[src/rtl/afs_pkg.sv]
package afs_pkg;

  // Master clock 20 MHz, period in ns
  localparam int unsigned CLK_PERIOD_NS = 50;

  // Default output word period in master clock cycles (plain default)
  localparam int unsigned OUT_PERIOD_CYC = 1024;

  // Filter settling: three output-rate periods
  localparam int unsigned SETTLE_PERIODS = 3;

  // Data-ready high pulse on update while unread: 500 master clock periods
  localparam int unsigned UPD_PULSE_CYC = 500;

  // Output data word width
  localparam int unsigned DATA_W = 16;

  // Setup register layout: filter-sync bit and the other setup fields
  localparam int unsigned SETUP_W = 8;
  localparam int unsigned SETUP_FILTER_SYNC_HOLD_BIT = 0;
  localparam logic [7:0] SETUP_RST_VAL = 8'h00;

  typedef enum logic [1:0] {
    AFS_HOLD,
    AFS_SETTLE,
    AFS_RUN
  } afs_state_t;

endpackage

[src/rtl/afs_ctrl.sv]
`timescale 1ns/1ps
module afs_ctrl #(
  parameter int unsigned OUT_PERIOD = afs_pkg::OUT_PERIOD_CYC,
  parameter int unsigned PULSE_CYC  = afs_pkg::UPD_PULSE_CYC,
  parameter int unsigned CNT_W      = 16
) (
  // Clock and reset
  input  wire logic                        clk,
  input  wire logic                        srst,
  input  wire logic                        reset_n,
  // Master clock input and output
  input  wire logic                        mclk_in,
  output logic                             mclk_out,
  // Setup register write from serial port
  input  wire logic                        setup_wr,
  input  wire logic [afs_pkg::SETUP_W-1:0] setup_wdata,
  output logic [afs_pkg::SETUP_W-1:0]      setup_q,
  // Data register
  input  wire logic                        data_rd,
  input  wire logic [afs_pkg::DATA_W-1:0]  filt_word,
  output logic [afs_pkg::DATA_W-1:0]       data_q,
  // Filter and modulator control
  output logic                             filter_sync_hold,
  output logic                             filt_reset,
  output logic                             sample_en,
  output logic                             data_load,
  // Status
  output logic                             data_ready_n
);

  localparam logic [CNT_W-1:0] PERIOD_L = CNT_W'(OUT_PERIOD);
  localparam logic [CNT_W-1:0] PULSE_L  = CNT_W'(PULSE_CYC);
  localparam logic [1:0]       SETTLE_L = 2'(afs_pkg::SETTLE_PERIODS);

  afs_pkg::afs_state_t state_reg;
  logic [1:0]          settle_reg;
  logic                unread_reg;
  logic                pulse_reg;
  logic [CNT_W-1:0]    pulse_cnt_reg;
  logic                period_done;
  logic                pulse_done;
  logic                dev_rst;
  logic                acc_ok;
  logic                sync_bit;
  logic                sync_fall;
  logic                running;

  // Reset input acts as a level: every register held in reset while low
  assign dev_rst  = srst || !reset_n;
  assign acc_ok   = !dev_rst;
  assign sync_bit = setup_q[afs_pkg::SETUP_FILTER_SYNC_HOLD_BIT];
  assign sync_fall = acc_ok && setup_wr && sync_bit
                     && !setup_wdata[afs_pkg::SETUP_FILTER_SYNC_HOLD_BIT];
  assign running  = state_reg != afs_pkg::AFS_HOLD;

  // Master clock passes straight through, untouched by any reset
  assign mclk_out = mclk_in;

  // Setup register; only reset and the serial write change it, sync bit included
  always_ff @(posedge clk) begin
    if (dev_rst) begin
      setup_q <= afs_pkg::SETUP_RST_VAL;
    end else if (setup_wr) begin
      setup_q <= setup_wdata;
    end
  end

  // Output period counter, restarted whenever the filter is reset
  afs_cnt #(
    .W (CNT_W)
  ) u_period (
    .clk     (clk),
    .srst    (dev_rst),
    .run     (running && !sync_bit),
    .restart (sync_fall),
    .limit   (PERIOD_L),
    .done    (period_done)
  );

  // Filter state: hold, settle for three periods, then free run
  always_ff @(posedge clk) begin
    if (dev_rst) begin
      state_reg  <= afs_pkg::AFS_SETTLE;
      settle_reg <= '0;
    end else if (sync_bit && !sync_fall) begin
      state_reg  <= afs_pkg::AFS_HOLD;
      settle_reg <= '0;
    end else if (sync_fall) begin
      state_reg  <= afs_pkg::AFS_SETTLE;
      settle_reg <= '0;
    end else begin
      unique case (state_reg)
        afs_pkg::AFS_HOLD: begin
          state_reg <= afs_pkg::AFS_SETTLE;
        end
        afs_pkg::AFS_SETTLE: begin
          if (period_done) begin
            if (settle_reg == SETTLE_L - 2'h1) begin
              state_reg <= afs_pkg::AFS_RUN;
            end
            settle_reg <= settle_reg + 2'h1;
          end
        end
        afs_pkg::AFS_RUN: begin
          state_reg <= afs_pkg::AFS_RUN;
        end
      endcase
    end
  end

  // A word is loaded at each period end once settled, first at settle end
  assign data_load = period_done && !sync_bit && (state_reg ==
    afs_pkg::AFS_RUN || (state_reg == afs_pkg::AFS_SETTLE &&
    settle_reg == SETTLE_L - 2'h1));
  assign filter_sync_hold = sync_bit;
  assign filt_reset = dev_rst || sync_bit;
  assign sample_en  = !filt_reset && running;

  always_ff @(posedge clk) begin
    if (dev_rst) begin
      data_q <= '0;
    end else if (data_load) begin
      data_q <= filt_word;
    end
  end

  // Unread flag: update sets, read clears; update wins a tie
  always_ff @(posedge clk) begin
    if (dev_rst) begin
      unread_reg <= 1'b0;
    end else if (data_load) begin
      unread_reg <= 1'b1;
    end else if (data_rd) begin
      unread_reg <= 1'b0;
    end
  end

  // Short high pulse when a word replaces one still unread
  always_ff @(posedge clk) begin
    if (dev_rst) begin
      pulse_reg     <= 1'b0;
      pulse_cnt_reg <= '0;
    end else if (data_load && unread_reg) begin
      pulse_reg     <= 1'b1;
      pulse_cnt_reg <= '0;
    end else if (pulse_reg) begin
      if (pulse_done) begin
        pulse_reg <= 1'b0;
      end
      pulse_cnt_reg <= pulse_cnt_reg + CNT_W'(1);
    end
  end

  assign pulse_done = pulse_cnt_reg == PULSE_L - CNT_W'(1);

  // Sync does not touch unread, so a low line stays low through release
  always_ff @(posedge clk) begin
    if (dev_rst) begin
      data_ready_n <= 1'b1;
    end else begin
      data_ready_n <= !(unread_reg && !pulse_reg) || data_rd;
    end
  end

endmodule // afs_ctrl

[src/rtl/afs_cnt.sv]
`timescale 1ns/1ps
// Period counter: pulses done when count reaches limit - 1; restart reloads.
module afs_cnt #(
  parameter int unsigned W = 16
) (
  // Clock and reset
  input  wire logic         clk,
  input  wire logic         srst,
  // Control
  input  wire logic         run,
  input  wire logic         restart,
  input  wire logic [W-1:0] limit,
  // Status
  output logic              done
);

  logic [W-1:0] cnt_reg;

  always_ff @(posedge clk) begin
    if (srst || restart || !run) begin
      cnt_reg <= '0;
    end else if (cnt_reg == limit - W'(1)) begin
      cnt_reg <= '0;
    end else begin
      cnt_reg <= cnt_reg + W'(1);
    end
  end

  assign done = run && !restart && (cnt_reg == limit - W'(1));

endmodule // afs_cnt

[config.mk]
export PLATFORM = sky130hd
export DESIGN_NAME = afs_ctrl
export DESIGN_NICKNAME = d
export VERILOG_FILES = /design/src/rtl/afs_pkg.sv /design/src/rtl/afs_ctrl.sv /design/src/rtl/afs_cnt.sv
export SDC_FILE = /design/constraint.sdc
export NUM_CORES = 1
export LEC_CHECK = 0
export BUFFER_PORTS_ARGS = -buffer_cell sky130_fd_sc_hd__clkbuf_2
export CORE_ASPECT_RATIO = 0.5
export CORE_MARGIN = 8
export CORE_UTILIZATION = 50
export DETAILED_ROUTE_END_ITERATION = 10
export PLACE_DENSITY_LB_ADDON = 0.25
export SLEW_MARGIN = 20
export SYNTH_ARGS = -nofsm -noshare
export SYNTH_HDL_FRONTEND = slang
export SYNTH_SLANG_ARGS = --single-unit
export TNS_END_PERCENT = 30
[constraint.sdc]
create_clock -name clk -period 6.1 [get_ports clk]
set_input_delay 0.61 -clock clk [delete_from_list [all_inputs] [get_ports clk]]
set_output_delay 0.61 -clock clk [all_outputs]
set_load 0.03 [all_outputs]
## Word level (Yosys, flattened, before mapping)

Index checks and enable logic that the tools add are counted.
W data, S select, Z words.

| word-level totals | value |
|---|---|
| flip-flop bits (word level) | 63 |
| bits of input ports | 30 |
| output and inout bits | 30 |
| word-level logic and storage cells | 69 |

| cells by class | value |
|---|---|
| add/subtract/negate cells | 3 |
| eq/ne operators | 9 |
| mux-type cells | 10 |
| reductions and logical operators | 37 |

Operators by type and width:

| cell | number |
|---|---|
| $add A16 B1 Y16 const B | 2 |
| $eq A16 B10 Y1 const B | 1 |
| $eq A16 B9 Y1 const B | 1 |
| $logic_and A1 B1 Y1 | 13 |
| $logic_not A1 Y1 | 9 |
| $ne A4 B3 Y1 const B | 2 |
| $mux W1 | 7 |
| $logic_or A1 B1 Y1 | 6 |
| $pmux W2 S3 | 1 |
| $reduce_and A2 Y1 | 3 |
| $eq A2 B2 Y1 const B | 2 |
| $mux W2 | 2 |
| $ne A2 B2 Y1 const B | 2 |
| $reduce_bool A2 Y1 | 2 |
| $reduce_or A2 Y1 | 2 |
| $reduce_or A3 Y1 | 1 |
| $add A2 B1 Y2 const B | 1 |
| $eq A2 B1 Y1 const B | 1 |
| $logic_not A2 Y1 | 1 |

## Longest topological paths before layout

| logic depth | value |
|---|---|
| depth after elaboration | 13 |
| depth in mapped cells | 7 |
| depth with buffers taken out | 6 |

## By module

Synthesis repeated with hierarchy kept, for this count alone.

| second synthesis, totals | value |
|---|---|
| cells, all modules | 384 |
| area total of the unflattened synthesis | 3251.9 um2 |

By module, submodules not included:

| module | times used | cells an instance | area each (um2) | sequential area each (um2) |
|---|---|---|---|---|
| afs_ctrl | 1 | 225 | 1949.4 | 940.9 |
| afs_cnt | 1 | 159 | 1302.5 | 320.3 |

## Least setup slack after synthesis

No wires, ideal clock.

| timing | value |
|---|---|
| kind | reg-to-output |
| start | register u_period.cnt_reg[12] |
| end | output port data_load |
| arrival | 1883 ps |
| required time | 5490 ps |
| slack | 3607 ps |
| stages on the path, launching flop included | 6 |
| buffers on the path | 1 |
| cell sequence | dfxtp_1 > or4_4 > nor4_4 > buf_2 > nand2_1 > inv_1 |

| between the ends | value |
|---|---|
| word-level cells in the longest chain between the ends | 4 |

RTL lines:

| element | line | text |
|---|---|---|
| start, declared | afs_cnt.sv:17 | `logic [W-1:0] cnt_reg;` |
| start signal, assigned | afs_cnt.sv:25 | `cnt_reg <= cnt_reg + W'(1);` |
| $eq A16 B10 Y1 | afs_cnt.sv:29 | `assign done = run && !restart && (cnt_reg == limit - W'(1));` |
| $logic_and A1 B1 Y1 | afs_cnt.sv:29 |  |
| $logic_and A1 B1 Y1 (2 in series) | afs_ctrl.sv:112 | `assign data_load = period_done && !sync_bit && (state_reg ==` |
| end, declared | afs_ctrl.sv:26 | `output logic data_load,` |

No other way between the ends.

## Final worst setup path

| timing | value |
|---|---|
| start | register state_reg[1] |
| end | output port data_load |

| between the ends | value |
|---|---|
| word-level cells in the longest chain between the ends | 6 |
| elaborated cells on any way between the ends | 10 |

RTL lines:

| element | line | text |
|---|---|---|
| start, declared | afs_ctrl.sv:35 | `afs_pkg::afs_state_t state_reg;` |
| start signal, assigned | afs_ctrl.sv:83 | `state_reg <= afs_pkg::AFS_SETTLE;` |
| start signal, assigned | afs_ctrl.sv:86 | `state_reg <= afs_pkg::AFS_HOLD;` |
| start signal, assigned | afs_ctrl.sv:89 | `state_reg <= afs_pkg::AFS_SETTLE;` |
| $reduce_bool A2 Y1 | afs_ctrl.sv:54 | `assign running = state_reg != afs_pkg::AFS_HOLD;` |
| $logic_and A1 B1 Y1 | afs_ctrl.sv:74 | `.run (running && !sync_bit),` |
| $logic_and A1 B1 Y1 (2 in series) | afs_cnt.sv:29 |  |
| $logic_and A1 B1 Y1 | afs_ctrl.sv:112 |  |
| $logic_and A1 B1 Y1 * | afs_ctrl.sv:112 |  |

Every way passes the cells marked *; elsewhere a longest branch is shown, timed or not.

==> impl_metrics.toml <==
[status]
status = "finished, final reports clean"

[flow_run]
max-cap-violations = 0

[floorplanning]
rows = 19
die_h_um = 68.27
initial_core_util = 0.5084
die_area_mm2 = 0.008228
die_w_um = 120.5
io-pin-count = 60
coreArea_mm2 = 0.005373

[cells_and_area]
fin_nets = 399
finish.instance_area_mm2 = 0.003237
area_growth_pct = 18.51
antenna_cells = 0
multi_input_area_mm2 = 0.001373
fill_cells = 486
seq_area_mm2 = 0.001261
drive_above_1_share = 0.2180

[routing]
route.vias.total = 2376
routed_wl_um = 6073
drt-vias-per-instance = 5.400
dr.pass1.iters = 4
drc_errors = 0
wire_per_inst_um = 13.80
dr.first_iter.drc_count = 179
ant_nets = 0

[power_and_ir_drop]
p_clk_frac = 0.441
netSwitchingFraction = 0.2178
seqPwrFrac = 0.513
comb_power_share = 0.046
p_sw_mw = 0.1768
cellInternalPower_mw = 0.6348
ir_drop_uv = 162.1
total_power_mw = 0.8116
p_leak_nw = 1.246
power_density_mw_per_mm2 = 250.7

[placed_design]
routabilityCongestion = 0.8250
portBuffers = 57
dpl-instance-area_mm2 = 0.003038
dp_hpwl_um = 4421

[critical_path]
start_kind = "register"
worst_setup_path_end_kind = "primary output"
crit_arrival_ps = 2380
critPathMaxFanout = 19
rr_worst_depth = 6
critPathKind = "register to primary output"
critPathRequiredTime_ps = 5490

[timing]
relSlewSlack = 0.2499
rsz0062_at_grt = "false"
finalHoldViolCount = 0
period_share = 0.4896
period_minus_slack_ps = 2987
tightest_slew_ps = 1119
finalClockSkew_ps = 6.590
max_freq_ghz = 0.3348
drv_slew = 0
fin_setup_tns_ps = 0
setup_viol = 0

[global_routing]
grt_pass1_vias = 2307
grt_first_pass_wirelength_um = 10230
antenna_found_initial = 0
grt.overflow.total = 0
grt_max_degree = 31
grt_usage = 0.1564

[logic_synthesis]
synthAdderAreaFrac = 0.02749
muxShareOfSynthArea = 0.03665
synth_cell_types = 34
synthArstFlopShare = 0
synth_compound_area_frac = 0.1260
synthXorXnorAreaFrac = 0.06413
seq_area_frac_synth = 0.4617
ys_seq_elements = 63
synth_top_family_by_area = "simple AND/OR/NAND/NOR gates"
synth_flop_cell = "dfxtp_1"
synth_cells = 312
synth_area_mm2 = 0.002731
synth_fp_nets = 348
synth_edf_count = 0
synthSimpleGateAreaFrac = 0.2455
postSynthAreaPerCell_um2 = 8.754
yosysWarningCount = 0

[hold_path]
worst_hold_path_type = "register to register"
worst_hold_path.num_cells = 1

[clock_network]
cts_setup_buffers = 0
htreeDepth = 3
cts_buffer_depth = 2
cts_tree = "done"
clk_latency_ps = 340
clkSlewWorstSetupHoldPaths_ps = 60
cts_num_sinks = 63
cts_hold_buf = 0
cts_made_buffers = 9
cts_resized = 0
cts_root_buffer = "clkbuf_8"
==> synth_stat cells (2+ instances only) <==
cell	count	area, um2
dfxtp_1	63	1261
a21oi_1	32	160.2
nor2_1	30	112.6
nand3_1	27	135.1
o21ai_0	27	135.1
nand2_1	17	63.81
xor2_1	13	113.9
clkbuf_1	11	41.29
mux2i_1	10	100.1
nand4_1	9	56.30
or3_1	9	56.30
xnor2_1	7	61.31
ha_1	6	75.07
inv_1	6	22.52
and3_1	5	31.28
and4_1	5	43.79
nor3_1	4	20.02
buf_2	3	15.01
buf_4	3	22.52
nand2b_1	3	18.77
nor4_1	3	18.77
o31ai_1	3	22.52
or4_1	3	22.52
and2_1	2	12.51
or4_4	2	22.52
==> stage by stage <==
step | std cells | hold slack [ps] | utilization | setup WS [ps]
3_5_place_dp | 425 | 440.0 | 0.5654 | 3226
5_1_grt | 440 | 480.6 | 0.6025 | 2966
3_3_place_gp | 425 | 430.9 | 0.5654 | 3315
4_1_cts | 440 | 448.7 | 0.6020 | 3132
6_report | 440 | 448.3 | 0.6025 | 3113
2_1_floorplan | 312 | 412.6 | - | 3607
==> layer usage <==
metal / vias up / share of wire / wire length [um] / GRT usage
li1: 1203 / - / - / -
met1: 1143 / 0.41 / 2515 / 0.1537
met2: 22 / 0.54 / 3280 / 0.2942
met3: 8 / 0.032 / 197 / 0.06008
met4: 0 / 0.013 / 80 / 0.07858
met5: - / 0 / 0 / 0
==> final timing paths <==
check / startpoint / end / slack [ps]
setup / recovery: state_reg[1]$_SDFFE_PP0P_ / data_load / 3110
hold / removal: u_period.cnt_reg[0]$_SDFF_PP0_ / u_period.cnt_reg[0]$_SDFF_PP0_ / 450
hold reg to reg: u_period.cnt_reg[0]$_SDFF_PP0_ / u_period.cnt_reg[0]$_SDFF_PP0_ / 450
setup reg to reg: state_reg[1]$_SDFFE_PP0P_ / pulse_cnt_reg[0]$_SDFFE_PP0P_ / 3820
==> power by group through the flow <==
stage                     Sequential (mW)  Clock (mW)  Combinational, mW
final                               0.416       0.358             0.0372
after CTS                           0.416       0.370             0.0374
after global routing                0.417       0.386             0.0405
after detailed placement            0.425           0             0.0373
after global placement              0.425           0             0.0361
after floorplan                     0.428           0             0.0211
==> worst max-delay path, cell delays in order (launching register included) <==
cell,delay [ps]
dfxtp_1,320
inv_1,80
ha_1,200
a21oi_1,110
nor3_2,850
nand2_1,170
inv_1,90
clkbuf_2,210
==> cell type report <==
class                           count  share of cell area
Clock inverter                      4             0.01392
Sequential cell                    63              0.3896
Tap cell                           73             0.02822
Inverter                            6            0.006958
Multi-Input combinational cell    225              0.4240
Timing Repair Buffer               58             0.09045
Clock buffer                       11             0.04677
==> kinds of logic (layout without fill, tap and decap cells) <==
| family | after synthesis | count (layout) |
|---|---|---|
| XOR/XNOR | 20 | 20 |
| multiplexers | 10 | 10 |
| AND/OR/NAND/NOR | 124 | 124 |
| buffers and inverters | 24 | 79 |
| flip-flops | 63 | 63 |
| AO/OA/AOI/OAI | 65 | 65 |
| adder cells (fa/ha/maj) | 6 | 6 |
==> layout by cell type (no fill, tap or decap), types with 10 or more instances in the layout <==
| cell | synthesis | routed |
|---|---|---|
| o21ai_0 | 27 | 27 |
| a21oi_1 | 32 | 32 |
| xor2_1 | 13 | 13 |
| nor2_1 | 30 | 30 |
| nand2_1 | 17 | 17 |
| dfxtp_1 | 63 | 63 |
| mux2i_1 | 10 | 10 |
| clkbuf_2 | 0 | 57 |
| clkbuf_8 | 0 | 11 |
| nand3_1 | 27 | 27 |
No activity file was read; power rests on OpenSTA's default activity.
